[src/tmr8_pkg.sv]
package tmr8_pkg;

  localparam int          TMR8_W          = 8;
  localparam logic [7:0]  TMR8_BOTTOM     = 8'h00;
  localparam logic [7:0]  TMR8_MAX        = 8'hFF;
  localparam logic [7:0]  TMR8_CNT_RST    = 8'h00;
  localparam logic [7:0]  TMR8_ONE        = 8'h01;
  localparam logic [2:0]  TMR8_CS_OFF     = 3'h0;
  localparam logic [1:0]  TMR8_COM_NONE   = 2'h0;
  localparam logic [1:0]  TMR8_COM_TOGGLE = 2'h1;
  localparam logic [1:0]  TMR8_COM_CLEAR  = 2'h2;
  localparam logic [1:0]  TMR8_COM_SET    = 2'h3;

  // waveform mode codes
  localparam logic [2:0]  TMR8_WGM_NORMAL  = 3'h0;
  localparam logic [2:0]  TMR8_WGM_PC_MAX  = 3'h1;
  localparam logic [2:0]  TMR8_WGM_CTC     = 3'h2;
  localparam logic [2:0]  TMR8_WGM_FAST_MX = 3'h3;
  localparam logic [2:0]  TMR8_WGM_PC_OCA  = 3'h5;
  localparam logic [2:0]  TMR8_WGM_FAST_OA = 3'h7;

  // count direction state
  typedef enum logic [1:0] {
    TMR8_DIR_UP   = 2'b01,
    TMR8_DIR_DOWN = 2'b10
  } tmr8_dir_t;

  // control register a: action fields and low mode bits
  typedef struct packed {
    logic [1:0] action_a;
    logic [1:0] action_b;
    logic [1:0] rsvd;
    logic       waveform_mode_bit1;
    logic       waveform_mode_bit0;
  } tmr8_ctrl_a_t;

  // control register b: strobes, high mode bit, clock select
  typedef struct packed {
    logic       force_a;
    logic       force_b;
    logic [1:0] rsvd;
    logic       waveform_mode_bit2;
    logic [2:0] clock_select_field;
  } tmr8_ctrl_b_t;

  // flag / mask layout
  typedef struct packed {
    logic cmp_b;
    logic cmp_a;
    logic ovf;
  } tmr8_irq_t;

endpackage

[src/tmr8_core.sv]
`timescale 1ns/10ps
`default_nettype none

module tmr8_core
  import tmr8_pkg::*;
(
  input  wire logic         mclk,          // io clock, 200 MHz
  input  wire logic         rstn,          // sync reset, active low
  input  wire logic         osc_pin_in,    // external oscillator pin
  input  wire logic         async_clock_select, // 1: tick from oscillator
  input  wire logic         prescale_tick, // io-clock tick from prescaler
  input  wire tmr8_ctrl_a_t ctrl_a_wdata,  // control_reg_a write data
  input  wire logic         ctrl_a_we,     // control_reg_a write
  input  wire tmr8_ctrl_b_t ctrl_b_wdata,  // control_reg_b write data
  input  wire logic         ctrl_b_we,     // control_reg_b write
  input  wire logic [7:0]   cnt_wdata,     // counter write data
  input  wire logic         cnt_we,        // counter write
  input  wire logic [7:0]   cmp_wdata,     // compare write data
  input  wire logic         cmp_a_we,      // compare_value_a write
  input  wire logic         cmp_b_we,      // compare_value_b write
  input  wire tmr8_irq_t    flag_w1c,      // flag write-one-to-clear
  input  wire tmr8_irq_t    irq_ack,       // interrupt serviced
  input  wire tmr8_irq_t    mask_wdata,    // mask_register write data
  input  wire logic         mask_we,       // mask_register write
  output logic [7:0]        counter_value, // counter readback
  output logic [7:0]        compare_value_a, // compare A readback
  output logic [7:0]        compare_value_b, // compare B readback
  output tmr8_irq_t         flag_register, // flags
  output tmr8_irq_t         mask_register, // masks
  output tmr8_irq_t         irq_req,       // masked requests
  output logic              compare_output_a, // output state A
  output logic              compare_output_b  // output state B
);

  logic [7:0]   cnt_reg;
  logic [7:0]   ocr_reg    [2];
  logic [7:0]   ocr_buf_reg[2];
  logic [1:0]   oc_reg;
  tmr8_ctrl_a_t ctrl_a_reg;
  logic [2:0]   cs_reg;
  tmr8_dir_t    dir_reg;
  tmr8_irq_t    flag_reg, mask_reg, irq_reg;
  logic         block_reg;
  logic         wgm2_reg;
  logic [7:0]   cmp_rd_reg [2];
  logic         osc_s1_reg, osc_s2_reg, osc_s3_reg;

  // mode decode, split field reassembled
  logic [2:0] wgm;
  logic       pwm, pcpwm, top_oca;
  logic [7:0] top;
  assign wgm     = {wgm2_reg,
                    ctrl_a_reg.waveform_mode_bit1, ctrl_a_reg.waveform_mode_bit0};
  // unused codes 4 and 6 fall through to pwm with top at max
  assign pwm     = (wgm != TMR8_WGM_NORMAL) && (wgm != TMR8_WGM_CTC);
  assign pcpwm   = (wgm == TMR8_WGM_PC_MAX) || (wgm == TMR8_WGM_PC_OCA);
  assign top_oca = (wgm == TMR8_WGM_CTC) || (wgm == TMR8_WGM_PC_OCA)
                   || (wgm == TMR8_WGM_FAST_OA);
  assign top     = top_oca ? ocr_reg[0] : TMR8_MAX;

  // bottom / max / top status
  logic at_bottom, at_max, at_top;
  assign at_bottom = (cnt_reg == TMR8_BOTTOM);
  assign at_max    = (cnt_reg == TMR8_MAX);
  assign at_top    = (cnt_reg == top);

  // oscillator pin synchroniser and edge detect
  // only the second flop feeds logic; the third just delays it for the edge
  always_ff @(posedge mclk) begin
    if (!rstn) begin
      osc_s1_reg <= 1'b0;
      osc_s2_reg <= 1'b0;
      osc_s3_reg <= 1'b0;
    end else begin
      osc_s1_reg <= osc_pin_in;
      osc_s2_reg <= osc_s1_reg;
      osc_s3_reg <= osc_s2_reg;
    end
  end

  // tick source select, stopped when clock select is zero
  logic tick;
  assign tick = (cs_reg != TMR8_CS_OFF) &&
                (async_clock_select ? (osc_s2_reg & ~osc_s3_reg) : prescale_tick);

  // control registers, reset with no source
  always_ff @(posedge mclk) begin
    if (!rstn) begin
      ctrl_a_reg <= '0;
      cs_reg     <= TMR8_CS_OFF;
      wgm2_reg   <= 1'b0;
    end else begin
      if (ctrl_a_we) ctrl_a_reg <= ctrl_a_wdata;
      if (ctrl_b_we) begin
        cs_reg   <= ctrl_b_wdata.clock_select_field;
        wgm2_reg <= ctrl_b_wdata.waveform_mode_bit2;
      end
    end
  end

  // counter next value
  logic [7:0] cnt_next;
  tmr8_dir_t  dir_next;
  always_comb begin
    cnt_next = cnt_reg;
    dir_next = dir_reg;
    if (tick) begin
      if (pcpwm) begin
        if (at_top) dir_next = TMR8_DIR_DOWN;
        else if (at_bottom) dir_next = TMR8_DIR_UP;
        cnt_next = (dir_next == TMR8_DIR_DOWN) ? cnt_reg - TMR8_ONE
                                               : cnt_reg + TMR8_ONE;
      end else if (wgm != TMR8_WGM_NORMAL && at_top) begin
        cnt_next = TMR8_BOTTOM;
        dir_next = TMR8_DIR_UP;
      end else begin
        cnt_next = cnt_reg + TMR8_ONE;
        dir_next = TMR8_DIR_UP;
      end
    end
    if (cnt_we) cnt_next = cnt_wdata;
  end

  // counter and direction registers
  always_ff @(posedge mclk) begin
    if (!rstn) begin
      cnt_reg <= TMR8_CNT_RST;
      dir_reg <= TMR8_DIR_UP;
    end else begin
      cnt_reg <= cnt_next;
      dir_reg <= dir_next;
    end
  end

  // match blocking: counter write blocks next tick
  // held while stopped, so a write before start still blocks the first tick
  always_ff @(posedge mclk) begin
    if (!rstn) block_reg <= 1'b0;
    else if (cnt_we) block_reg <= 1'b1;
    else if (tick) block_reg <= 1'b0;
  end

  // buffer update point: every pwm mode loads at top
  logic upd_pt;
  assign upd_pt = tick && at_top;

  // per-channel compare, buffer and waveform output
  logic [1:0] match;
  logic [1:0] force_hit;
  logic [1:0] cmp_we;
  logic [1:0] fset;
  assign cmp_we    = {cmp_b_we, cmp_a_we};
  assign force_hit = {ctrl_b_we & ctrl_b_wdata.force_b,
                      ctrl_b_we & ctrl_b_wdata.force_a} & {2{~pwm}};
  genvar ch;
  generate
    for (ch = 0; ch < 2; ch++) begin : g_ch
      logic [1:0] act;
      assign act = (ch == 0) ? ctrl_a_reg.action_a : ctrl_a_reg.action_b;
      assign match[ch] = tick && !block_reg && (cnt_reg == ocr_reg[ch]);

      // compare value and buffer
      always_ff @(posedge mclk) begin
        if (!rstn) begin
          ocr_reg[ch]     <= TMR8_CNT_RST;
          ocr_buf_reg[ch] <= TMR8_CNT_RST;
          cmp_rd_reg[ch]  <= TMR8_CNT_RST;
        end else begin
          if (cmp_we[ch]) ocr_buf_reg[ch] <= cmp_wdata;
          // readback flop; lags a mode change by one cycle
          if (cmp_we[ch]) cmp_rd_reg[ch] <= cmp_wdata;
          else cmp_rd_reg[ch] <= pwm ? ocr_buf_reg[ch] : ocr_reg[ch];
          if (!pwm && cmp_we[ch]) ocr_reg[ch] <= cmp_wdata;
          else if (pwm && upd_pt) ocr_reg[ch] <= ocr_buf_reg[ch];
        end
      end

      // output state, kept across mode changes
      always_ff @(posedge mclk) begin
        if (!rstn) oc_reg[ch] <= 1'b0;
        else if (!pwm && (match[ch] || force_hit[ch])) begin
          case (act)
            TMR8_COM_TOGGLE: oc_reg[ch] <= ~oc_reg[ch];
            TMR8_COM_CLEAR:  oc_reg[ch] <= 1'b0;
            TMR8_COM_SET:    oc_reg[ch] <= 1'b1;
            default:         oc_reg[ch] <= oc_reg[ch];
          endcase
        end else if (pwm && act[1]) begin
          if (match[ch] && pcpwm)
            oc_reg[ch] <= (dir_next == TMR8_DIR_UP) ? act[0] : ~act[0];
          else if (match[ch] && !(ch == 0 && top_oca))
            oc_reg[ch] <= act[0];
          else if (tick && at_top && !pcpwm)
            oc_reg[ch] <= ~act[0];                                     // ~act[0] at top, as the count wraps to bottom
        end else if (pwm && act == TMR8_COM_TOGGLE && ch == 0 && top_oca
                     && match[ch]) begin
          oc_reg[ch] <= ~oc_reg[ch];
        end
      end
      assign fset[ch] = match[ch];
    end
  endgenerate

  // overflow event per mode
  logic ovf_set;
  assign ovf_set = tick && (pcpwm ? (at_bottom && dir_reg == TMR8_DIR_DOWN)
                                  : (pwm ? at_top : at_max));

  // flags: set wins over clear
  tmr8_irq_t set_v, clr_v;
  assign set_v = '{cmp_b: fset[1], cmp_a: fset[0], ovf: ovf_set};
  assign clr_v = flag_w1c | irq_ack;
  always_ff @(posedge mclk) begin
    if (!rstn) flag_reg <= '0;
    else flag_reg <= set_v | (flag_reg & ~clr_v);
  end

  // mask and masked requests
  always_ff @(posedge mclk) begin
    if (!rstn) begin
      mask_reg <= '0;
      irq_reg  <= '0;
    end else begin
      if (mask_we) mask_reg <= mask_wdata;
      irq_reg <= (set_v | (flag_reg & ~clr_v)) & (mask_we ? mask_wdata : mask_reg);
    end
  end

  // registered outputs
  assign counter_value    = cnt_reg;
  assign compare_value_a  = cmp_rd_reg[0];
  assign compare_value_b  = cmp_rd_reg[1];
  assign flag_register    = flag_reg;
  assign mask_register    = mask_reg;
  assign irq_req          = irq_reg;
  assign compare_output_a = oc_reg[0];
  assign compare_output_b = oc_reg[1];

  // assertions: counter
  a_stop_hold: assert property (@(posedge mclk) disable iff (!rstn)
    (cs_reg == TMR8_CS_OFF && !cnt_we) |=> $stable(cnt_reg))
    else $error("counter moved with no tick source");
  a_write_wins: assert property (@(posedge mclk) disable iff (!rstn)
    cnt_we |=> cnt_reg == $past(cnt_wdata))
    else $error("counter write lost");
  a_up_count: assert property (@(posedge mclk) disable iff (!rstn)
    (wgm == TMR8_WGM_NORMAL && tick && !at_max && !cnt_we)
      |=> cnt_reg == $past(cnt_reg) + TMR8_ONE)
    else $error("normal mode did not count up");
  a_normal_wrap: assert property (@(posedge mclk) disable iff (!rstn)
    (wgm == TMR8_WGM_NORMAL && tick && at_max && !cnt_we)
      |=> cnt_reg == TMR8_BOTTOM && flag_reg.ovf)
    else $error("normal mode wrap wrong");
  a_ctc_clear: assert property (@(posedge mclk) disable iff (!rstn)
    (wgm == TMR8_WGM_CTC && tick && cnt_reg == ocr_reg[0] && !cnt_we)
      |=> cnt_reg == TMR8_BOTTOM)
    else $error("clear on match missed");
  a_pc_turn: assert property (@(posedge mclk) disable iff (!rstn)
    (pcpwm && tick && at_top && !cnt_we) |=> dir_reg == TMR8_DIR_DOWN)
    else $error("phase correct count did not turn at top");
  a_pc_rise: assert property (@(posedge mclk) disable iff (!rstn)
    (pcpwm && tick && at_bottom && !at_top && !cnt_we) |=> dir_reg == TMR8_DIR_UP)
    else $error("phase correct count did not turn at bottom");

  // assertions: compare values and blocking
  a_direct_write: assert property (@(posedge mclk) disable iff (!rstn)
    (!pwm && cmp_b_we) |=> ocr_reg[1] == $past(cmp_wdata))
    else $error("direct compare write lost");
  a_buf_hold: assert property (@(posedge mclk) disable iff (!rstn)
    (pwm && !upd_pt) |=> $stable(ocr_reg[1]))
    else $error("buffered compare value moved off top");
  a_buf_load: assert property (@(posedge mclk) disable iff (!rstn)
    (pwm && upd_pt) |=> ocr_reg[0] == $past(ocr_buf_reg[0]))
    else $error("buffer not loaded at top");
  a_read_back: assert property (@(posedge mclk) disable iff (!rstn)
    cmp_a_we |=> compare_value_a == $past(cmp_wdata))
    else $error("compare readback wrong after write");
  a_block_set: assert property (@(posedge mclk) disable iff (!rstn)
    cnt_we |=> block_reg)
    else $error("counter write did not arm blocking");
  a_block_match: assert property (@(posedge mclk) disable iff (!rstn)
    (block_reg && !flag_reg.cmp_a && !flag_reg.cmp_b) |=> !flag_reg.cmp_a && !flag_reg.cmp_b)
    else $error("match not blocked after counter write");

  // assertions: flags, requests and outputs
  a_flag_set: assert property (@(posedge mclk) disable iff (!rstn)
    match[0] |=> flag_reg.cmp_a)
    else $error("compare flag a not set");
  a_flag_set_b: assert property (@(posedge mclk) disable iff (!rstn)
    match[1] |=> flag_reg.cmp_b)
    else $error("compare flag b not set");
  a_flag_clear: assert property (@(posedge mclk) disable iff (!rstn)
    (flag_w1c.cmp_a && !match[0]) |=> !flag_reg.cmp_a)
    else $error("compare flag a not cleared");
  a_irq_mask: assert property (@(posedge mclk) disable iff (!rstn)
    !mask_reg.ovf && !mask_we |=> !irq_reg.ovf)
    else $error("masked overflow request");
  a_irq_pass: assert property (@(posedge mclk) disable iff (!rstn)
    (mask_reg.ovf && !mask_we && flag_reg.ovf && !clr_v.ovf) |=> irq_reg.ovf)
    else $error("unmasked overflow request lost");
  a_force_noflag: assert property (@(posedge mclk) disable iff (!rstn)
    (force_hit[0] && !match[0] && !flag_reg.cmp_a) |=> !flag_reg.cmp_a)
    else $error("force strobe set flag");
  a_force_out: assert property (@(posedge mclk) disable iff (!rstn)
    (force_hit[0] && ctrl_a_reg.action_a == TMR8_COM_SET) |=> oc_reg[0])
    else $error("force strobe did not set output");
  a_keep_mode: assert property (@(posedge mclk) disable iff (!rstn)
    ((ctrl_a_we || ctrl_b_we) && !tick && !force_hit[0]) |=> $stable(oc_reg[0]))
    else $error("output changed on control write");
  a_no_action: assert property (@(posedge mclk) disable iff (!rstn)
    (ctrl_a_reg.action_b == TMR8_COM_NONE) |=> $stable(oc_reg[1]))
    else $error("output changed with no action");

  // covers for the main scenarios
  c_ovf: cover property (@(posedge mclk) disable iff (!rstn) ovf_set);
  c_match_a: cover property (@(posedge mclk) disable iff (!rstn) match[0]);
  c_force: cover property (@(posedge mclk) disable iff (!rstn) force_hit[0]);
  c_pwm_upd: cover property (@(posedge mclk) disable iff (!rstn) pwm && upd_pt);
  c_pc_turn: cover property (@(posedge mclk) disable iff (!rstn) pcpwm && tick && at_top);

endmodule

`default_nettype wire

[config.mk]
export PLATFORM = sky130hd
export DESIGN_NAME = tmr8_core
export DESIGN_NICKNAME = d
export VERILOG_FILES = /design/src/tmr8_pkg.sv /design/src/tmr8_core.sv
export SDC_FILE = /design/constraint.sdc
export NUM_CORES = 1
export LEC_CHECK = 0
export ABC_AREA = 0
export BUFFER_PORTS_ARGS = -buffer_cell sky130_fd_sc_hd__buf_4
export CAP_MARGIN = 20
export CORE_AREA = 2 2 94 96
export DETAILED_ROUTE_END_ITERATION = 8
export DIE_AREA = 0 0 96 98
export PLACE_DENSITY_LB_ADDON = 0.12
export SKIP_LAST_GASP = 1
export SLEW_MARGIN = 40
export SYNTH_ARGS = -nofsm -noshare
export SYNTH_HDL_FRONTEND = slang
export SYNTH_SLANG_ARGS = --single-unit
[constraint.sdc]
create_clock -name mclk -period 2.7 [get_ports mclk]
set_input_delay 0.27 -clock mclk [delete_from_list [all_inputs] [get_ports mclk]]
set_output_delay 0.27 -clock mclk [all_outputs]
set_load 0.02 [all_outputs]
==> flow_summary.ini, run 1 <==
[global_route]
grt_pass1_vias = 3616
grt_usage = 0.242
grt_max_degree = 51
grt_overflow_total = 0
antenna_found_initial = 0
grt_pass1_wl_um = 17600

[die]
floorplan.initialDensity = 0.544
fp-row-count = 34
die-area_um2 = 9410
num_io_pins = 87
core_area_um2 = 8470
die_h_um = 98
die_w_um = 96

[yosys]
async_reset_ff_frac = 0
netlist-cell-type-count = 80
synthCells = 447
synth-edff-count = 48
ys_ff_latch = 83
synth-warning-count = 0
yosysSeqAreaShare = 0.465
synthFlopType = edfxtp_1
synth.avg_cell_area_um2 = 10.3
netlist_area_um2 = 4600

[cells_and_area]
design_area_um2 = 5570
final_cell_mix = buf_4 (105), edfxtp_1 (48), nand2_1 (38)
final_nets = 603
final_common_cell = buf_4
syn_to_final_growth_pct = 21.1
fin_util = 0.658
drive_gt1_frac = 0.269
n_antenna_cell = 0

[cts]
clockRootBuffer = clkbuf_8
clkTransAtPathRegs_ns = 0.10
clock_path_buffers = 2
clock_latency_ns = 0.36
cts_tree = done
cts.sinks = 83
cts.htree.levels = 3
numCtsBuffers = 9

[timing]
rsz0062_at_grt = no
setup_total_negative_slack_ns = 0
fmax_ghz = 0.383
hold_violations = 0
timing.final.crit_period_ns = 2.61
setup_violations = 0
finalCritPeriodShare = 0.966
drv_slew = 0
relSlewSlack = 0.554
worst_pin_slew_ns = 0.669
fin_worst_skew_ns = 0.0144

[detailed_routing]
via_count = 3735
wl_met3_um = 760
wirelength_um = 11100
drc = 0
wl_met2_um = 5390
top_layer = met4
wl_met1_um = 4630
wl_per_cell_um = 16.8
drtAntennaViolNets = 0
detail_route.vias_per_cell = 5.65
first_iter_violations = 202
firstDrtPassIters = 5

[worst_setup_path]
cp.required_ns = 2.96
end_kind = flip-flop
crit_path_start = counter_value[4]$_SDFFE_PN0P_
rr_startpoint = counter_value[4]$_SDFFE_PN0P_
crit_type = reg -> reg
arrival_ns = 2.86
cp_max_fo = 8
critPathLaunchType = flip-flop

[placed_design]
place_hpwl_um = 8200
post_dp_cell_area_um2 = 5380
place_congestion = 0.883
portBuffers = 82

[run_status]
status = completed

[power]
total_power_uw = 2920
ir_drop_v = 0.000379
powerDensity_nw_per_um2 = 524
total_leakage_power_uw = 0.00239

[min_path]
min_from = osc_pin_in
hold_path.class = in -> reg

[job]
maxCapViolations = 0
==> area by class of cell <==
class | count | area [µm²]
multi-input cells | 328 | 2250
repair buffers | 105 | 788
clock buffers | 9 | 124
fillers | 699 | 2890
well taps | 108 | 135
flip-flops and latches | 83 | 2140
clock inverters | 7 | 56.3
inverters | 21 | 81.3
==> critical path, stage by stage (launching register included) <==
cell      delay [ns]
dfxtp_1         0.62
o22ai_1         0.21
or3_4           0.46
o41ai_2         0.42
a221oi_1        0.18
or2_0           0.26
o311a_1         0.35
==> synthesized netlist by cell type (3+ instances only) <==
cell type  instances  area share
nand2b_1           9       0.012
o211ai_1           5      0.0082
o21ai_0           24       0.026
nand2_1           38       0.031
ha_1               3      0.0082
nor3_1             8      0.0087
nor4_1             4      0.0054
inv_1             19       0.015
a22o_1            12       0.023
buf_6              7       0.017
a31oi_1            3      0.0041
edfxtp_1          48        0.31
mux2i_1           35       0.076
o21bai_1           9       0.015
o211a_1            3      0.0065
clkbuf_1          15       0.012
and2_1             6      0.0082
nand3_1            6      0.0065
xnor2_1            8       0.015
buf_4              4      0.0065
dfxtp_1           35        0.15
nand4_1            7      0.0095
a21oi_1           14       0.015
and3_1            12       0.016
o22ai_1            3      0.0041
nor2b_1           22       0.030
nor2_1            13       0.011
nor3b_1            3      0.0049
o21ai_1           10       0.011
==> power breakdown <==
group / switching (µW) / internal [µW] / leakage (µW)
clock: 500 / 348 / 0.0000925
combinational: 304 / 260 / 0.00150
sequential: 77.7 / 1430 / 0.000797
total: 882 / 2040 / 0.00239
==> path summary, 6_finish.rpt <==
| path | end | slack (ns) | depth (start not counted) |
|---|---|---|---|
| worst max-delay path | compare_output_a$_SDFFE_PN0P_ | 0.09 | 6 |
| worst min-delay path | osc_s1_reg$_SDFF_PN0_ | 0.12 | 2 |
| worst max register to register | compare_output_a$_SDFFE_PN0P_ | 0.09 | 6 |
| worst min register to register | osc_s2_reg$_SDFF_PN0_ | 0.45 | 1 |
==> logic make-up (layout without fill, tap and decap cells) <==
group | Yosys count | count (layout) | synth area share
AOI/OAI and AO/OA | 111 | 111 | 0.175
xor gates and xnor gates | 10 | 10 | 0.0190
adders and majority gates | 3 | 3 | 0.00815
buffers and inverters | 51 | 142 | 0.0617
DFF | 83 | 83 | 0.465
muxes | 35 | 35 | 0.0761
other | 1 | 16 | 0.000814
and+or+nand+nor | 153 | 153 | 0.194
==> routing by layer <==
metal | vias to the layer above | track usage
li1 | 1823 | -
met3 | 25 | 0.0517
met2 | 138 | 0.391
met1 | 1749 | 0.312
met5 | - | 0
met4 | 0 | 0.101
==> what timing repair did <==
action | CTS | global route
hold endpoints to repair | 0 | 0
hold buffers | 0 | 0
gates resized for setup | 0 | 2
setup endpoints to repair | 0 | 1
setup buffers | 0 | 0
==> metrics by stage <==
step                      instances  hold slack, ns  worst slack, ns
after detailed placement        645           0.418            0.154
after floorplan                 462           0.397            0.322
after CTS                       661           0.111            0.113
final                           661           0.120           0.0906
after global placement          645           0.419            0.270
after global routing            661           0.101           0.0288
Power figures use the tool's default switching activity.
==> run 2, diff against run 1 <==
- CELL_PAD_IN_SITES_DETAIL_PLACEMENT: unset -> 1
- CELL_PAD_IN_SITES_GLOBAL_PLACEMENT: unset -> 2
- CORE_AREA: 2 2 94 96 -> 2 2 90 157
- CTS_CLUSTER_DIAMETER: unset -> 40
- DIE_AREA: 0 0 96 98 -> 0 0 92 159
==> run 2 against run 1 <==
Worst hold slack improved by 0.017 ns. Critical path depth increased by 2. Sequential share of layout area decreased by 1.5 points. Critical endpoint is now counter_value[3]$_SDFFE_PN0P_. Critical path type unchanged.
==> flow_summary.ini, run 2 (synthesis gave the netlist of run 1 again) <==
[run_status]
status = completed

[detailed_routing]
first_iter_violations = 135
wl_per_cell_um = 18.4
via_count = 3765
wirelength_um = 13400
detail_route.vias_per_cell = 5.16
firstDrtPassIters = 4
drc = 0
drtAntennaViolNets = 0

[global_route]
grt.busiest_layer = met2
grt_usage = 0.189
grt_overflow_total = 0
grt_use_met2 = 0.362
grt_pass1_vias = 4092
grt_pass1_wl_um = 21500
grt_max_degree = 38
antenna_found_initial = 0
grt_use_met1 = 0.201
grtUsageMet3 = 0.0289

[die]
core_area_um2 = 13300
die_h_um = 159
die-area_um2 = 14600
fp-row-count = 56
die_w_um = 92
num_io_pins = 87
floorplan.initialDensity = 0.346

[worst_setup_path]
crit_family = simple AND/OR/NAND/NOR gates
arrival_ns = 2.81
crit_chain = nor4_4 > nand3_1 > nor3b_1 > a41oi_2 > buf_4 > nor4_2 > or4_1 > nand3_1
cp.required_ns = 2.98
worst_path_max_delay_cell = or4_1
critPathLaunchType = flip-flop
end_kind = flip-flop
cp_max_fo = 9
crit_path_frequent_cell = nand3_1
cp_num_buf_inv = 1
crit_type = reg -> reg
max_stage_delay_ns = 0.50

[power]
power.combinational.fraction = 0.166
power_frac_seq = 0.441
p_int_uw = 2510
swShare = 0.271
switching_power_uw = 930
power_frac_clock = 0.393
total_leakage_power_uw = 0.00246
ir_drop_v = 0.000301
powerDensity_nw_per_um2 = 592

[min_path]
hold_path.class = in -> reg

[job]
maxCapViolations = 0

[placed_design]
post_dp_cell_area_um2 = 5480
pre_cts_ws_ns = 0.147
portBuffers = 82
place_hpwl_um = 10500
place_congestion = 0.795

[cells_and_area]
drive_gt1_frac = 0.268
final_common_cell = buf_4
design_area_um2 = 5810
syn_to_final_growth_pct = 26.1
n_antenna_cell = 0
final_nets = 605
final_cell_mix = buf_4 (107), edfxtp_1 (48), nand2_1 (38)

[cts]
clockRootBuffer = clkbuf_16
cts_tree = done
cts_setup_buffers = 0
clkTransAtPathRegs_ns = 0.06
cts.sinks = 83
cts.htree.levels = 3
cts_hold_buffers = 0
clock_latency_ns = 0.34
clock_path_buffers = 2
numCtsBuffers = 9

[timing]
hold_violations = 0
fin_worst_skew_ns = 0.00814
finalCritPeriodShare = 0.936
setup_total_negative_slack_ns = 0
setup_slack_ns = 0.173
rsz0062_at_grt = no
relSlewSlack = 0.544
fmax_ghz = 0.396
timing.final.crit_period_ns = 2.53
whs_ns = 0.137
worst_pin_slew_ns = 0.684
setup_violations = 0
drv_slew = 0
[run 2: cell types whose count changed in the layout (fill, tap and decap cells not counted), moves of 2 or more]
cell | before | now
bufinv_16 | 0 | 2
clkbuf_8 | 9 | 0
buf_4 | 105 | 107
inv_6 | 3 | 1
clkbuf_16 | 0 | 9
clkbuf_1 | 0 | 2
[run 2: cell type report]
class | count | area, µm²
Fill cell | 1520 | 7510
Multi-Input combinational cell | 328 | 2240
Inverter | 21 | 81.3
Timing Repair Buffer | 107 | 803
Tap cell | 174 | 218
Clock inverter | 5 | 85.1
Clock buffer | 11 | 233
Sequential cell | 83 | 2140
[run 2: repair_timing]
| item | CTS | global route |
|---|---|---|
| endpoints found under the hold margin | 0 | 0 |
| gates resized for setup | 0 | 2 |
| setup endpoints to repair | 0 | 2 |
[run 2: power by group through the flow]
stage	combinational [µW]	clock (µW)	sequential, µW
6_report	571	1350	1520
5_1_grt	626	1430	1530
4_1_cts	579	1380	1520
3_5_place_dp	576	0	1540
3_3_place_gp	564	0	1540
2_1_floorplan	350	0	1540
[run 2: final timing paths]
kind                                                      end  cells past startpoint                          start  slack, ns
worst max-delay path            counter_value[3]$_SDFFE_PN0P_                      8  counter_value[2]$_SDFFE_PN0P_       0.17
worst min-delay path                    osc_s1_reg$_SDFF_PN0_                      2                     osc_pin_in       0.14
worst max register to register  counter_value[3]$_SDFFE_PN0P_                      8  counter_value[2]$_SDFFE_PN0P_       0.17
worst min register to register          osc_s2_reg$_SDFF_PN0_                      1          osc_s1_reg$_SDFF_PN0_       0.43
[run 2: metrics by stage]
step,utilization,cells,total power [µW]
3_5_place_dp,0.412,713,2120
4_1_cts,0.435,729,3480
5_1_grt,0.436,729,3580
3_3_place_gp,0.412,713,2100
6_report,0.436,729,3440
2_1_floorplan,-,462,1890
[run 2: routing by layer]
layer,routed length [µm],share of wire
met1,5140,0.38
met2,7450,0.55
met3,418,0.031
met4,435,0.032
met5,0,0
[run 2: worst register-to-register path: cells and delay by family (launching register included)]
kind	cells	cell delay, ns
simple gates	6	1.40
flops	1	0.43
compound gates	1	0.42
buf+inv	1	0.22
==> run 3, diff against run 2 <==
- ABC_AREA: 0 -> 1
- CORE_AREA: 2 2 90 157 -> 2 2 91 159
- CTS_CLUSTER_SIZE: unset -> 25
- DIE_AREA: 0 0 92 159 -> 0 0 93 161
==> run 3 against run 2 <==
Register-to-register slack better by 0.16 ns. Sequential share of layout area up 1.5 points. Die area up 2.4%. Global-route usage up 0.52 points. Maximum frequency up 7.0%. First-iteration DRC count up 5.9%. Power up 2.3%. Via count up 6.4%. Final area down 4.0%. Synthesized area down 5.9%. Utilization down 2.9 points. Highest routed layer unchanged.
==> flow_summary.ini, run 3 <==
[run_status]
status = completed

[die]
die_w_um = 93
fp-row-count = 57
core_area_um2 = 13700
num_io_pins = 87
die-area_um2 = 15000
die_h_um = 161
floorplan.initialDensity = 0.317

[detailed_routing]
wl_per_cell_um = 17.5
drtAntennaViolNets = 0
firstDrtPassIters = 4
detail_route.vias_per_cell = 4.99
drc = 0
first_iter_violations = 143
via_count = 4007
wirelength_um = 14000

[cells_and_area]
final_cell_mix = buf_4 (96), nand2_1 (83), nor2_1 (72)
multiInputGateArea_um2 = 1890
fin_util = 0.407
final_nets = 676
num-fill-cells = 1702
final_common_cell = buf_4
drive_gt1_frac = 0.208
register_area_um2 = 2140
syn_to_final_growth_pct = 28.6
n_antenna_cell = 0

[placed_design]
place_hpwl_um = 10700
portBuffers = 82
place_congestion = 0.833

[global_route]
grt_pass1_vias = 4244
grt_pass1_wl_um = 22000
antenna_found_initial = 0
grt_overflow_total = 0
grt_usage = 0.194
grt_max_degree = 27

[cts]
clock_latency_ns = 0.35
cts.sinks = 83
cts_tree = done
clockRootBuffer = clkbuf_16
cts.htree.levels = 3
cts_hold_buffers = 0
clkTransAtPathRegs_ns = 0.06
clock_path_buffers = 2
numCtsBuffers = 9

[timing]
worst_pin_slew_ns = 0.830
finalCritPeriodShare = 0.875
timing.final.crit_period_ns = 2.36
hold_violations = 0
setup_violations = 0
rsz0062_at_grt = no
drv_slew = 0
fin_worst_skew_ns = 0.00597
fmax_ghz = 0.423
setup_total_negative_slack_ns = 0
relSlewSlack = 0.445

[yosys]
synth-warning-count = 0
netlist_area_um2 = 4330
netlist-cell-type-count = 41
yosysSeqAreaShare = 0.494
synth_top_area_cell = edfxtp_1
ys_ff_latch = 83
synth.area.top_cells = edfxtp_1 (33%), dfxtp_1 (16%), nand2_1 (7.2%), nor2_1 (6.2%), inv_1 (5.5%)
synthTopCellsByCount = nand2_1 (83), nor2_1 (72), inv_1 (63)
synth-edff-count = 48
yosysMostFrequentCell = nand2_1
synthFlopType = edfxtp_1
async_reset_ff_frac = 0
synthCells = 517
yosysTopAreaCellShare = 0.333
synth.avg_cell_area_um2 = 8.38

[power]
powerDensity_nw_per_um2 = 631
total_leakage_power_uw = 0.00250
ir_drop_v = 0.000260
total_power_uw = 3510

[worst_setup_path]
cp_max_fo = 8
critPathLaunchType = flip-flop
end_kind = flip-flop
crit_type = reg -> reg
arrival_ns = 2.64
cp.required_ns = 2.98

[min_path]
hold_path.class = in -> reg

[job]
maxCapViolations = 0
## run 3: routing by layer
layer	up-vias	GRT usage	wire length, µm
met5	-	0	0
met4	0	0.120	863
met3	40	0.0336	386
met2	78	0.355	7680
met1	1939	0.200	5100
li1	1950	-	-
## run 3: area by class of cell
type | instances | area share
sequential | 83 | 0.385
clock buffer | 10 | 0.0411
clock inverter | 6 | 0.0202
multi-input combinational | 363 | 0.339
inverter | 68 | 0.0458
timing repair buffer | 96 | 0.129
tap | 177 | 0.0397
## run 3: report_power, final
group	total (µW)	switching, µW	internal [µW]
clock	1450	537	908
combinational	560	345	215
sequential	1510	72.5	1440
total	3510	954	2560
## run 3: worst max-delay path: stages, from the launching register on
cell and delay, ns:
dfxtp_1 0.52, inv_1 0.24, nand2_1 0.13, nand2_1 0.08, nor3_1 0.24, nand4_1 0.29
inv_1 0.18, nand2_1 0.11, o2111ai_1 0.10, o21ai_0 0.15, inv_1 0.07, o21ai_0 0.07
a21oi_1 0.12
## run 3: metrics by stage
stage	instance area (µm²)	hold slack, ns	std cells	worst slack [ns]
after floorplan	4390	0.368	532	0.457
after global placement	5230	0.397	787	0.381
after detailed placement	5230	0.406	787	0.324
after CTS	5570	0.103	803	0.299
after global routing	5570	0.123	803	0.0586
final	5570	0.106	803	0.337
## run 3: repair_timing
action / CTS / global route
endpoints found under the hold margin: 0 / 0
setup buffers: 0 / 0
setup endpoints to repair: 0 / 1
gates resized for setup: 0 / 1
## run 3: cells by family after synthesis
family	after synthesis	synth area share
buf+inv	86	0.0823
xor+xnor	15	0.0303
flops	83	0.494
simple gates	207	0.217
fa+ha+maj	3	0.00866
compound gates	122	0.167
other cells	1	0.000865
## run 3: worst paths after layout
check,startpoint,end,slack (ns),cells past startpoint
max reg2reg,counter_value[0]$_SDFFE_PN0P_,compare_output_a$_SDFFE_PN0P_,0.34,12
max,counter_value[0]$_SDFFE_PN0P_,compare_output_a$_SDFFE_PN0P_,0.34,12
min reg2reg,osc_s1_reg$_SDFF_PN0_,osc_s2_reg$_SDFF_PN0_,0.42,2
min,osc_pin_in,osc_s1_reg$_SDFF_PN0_,0.11,3
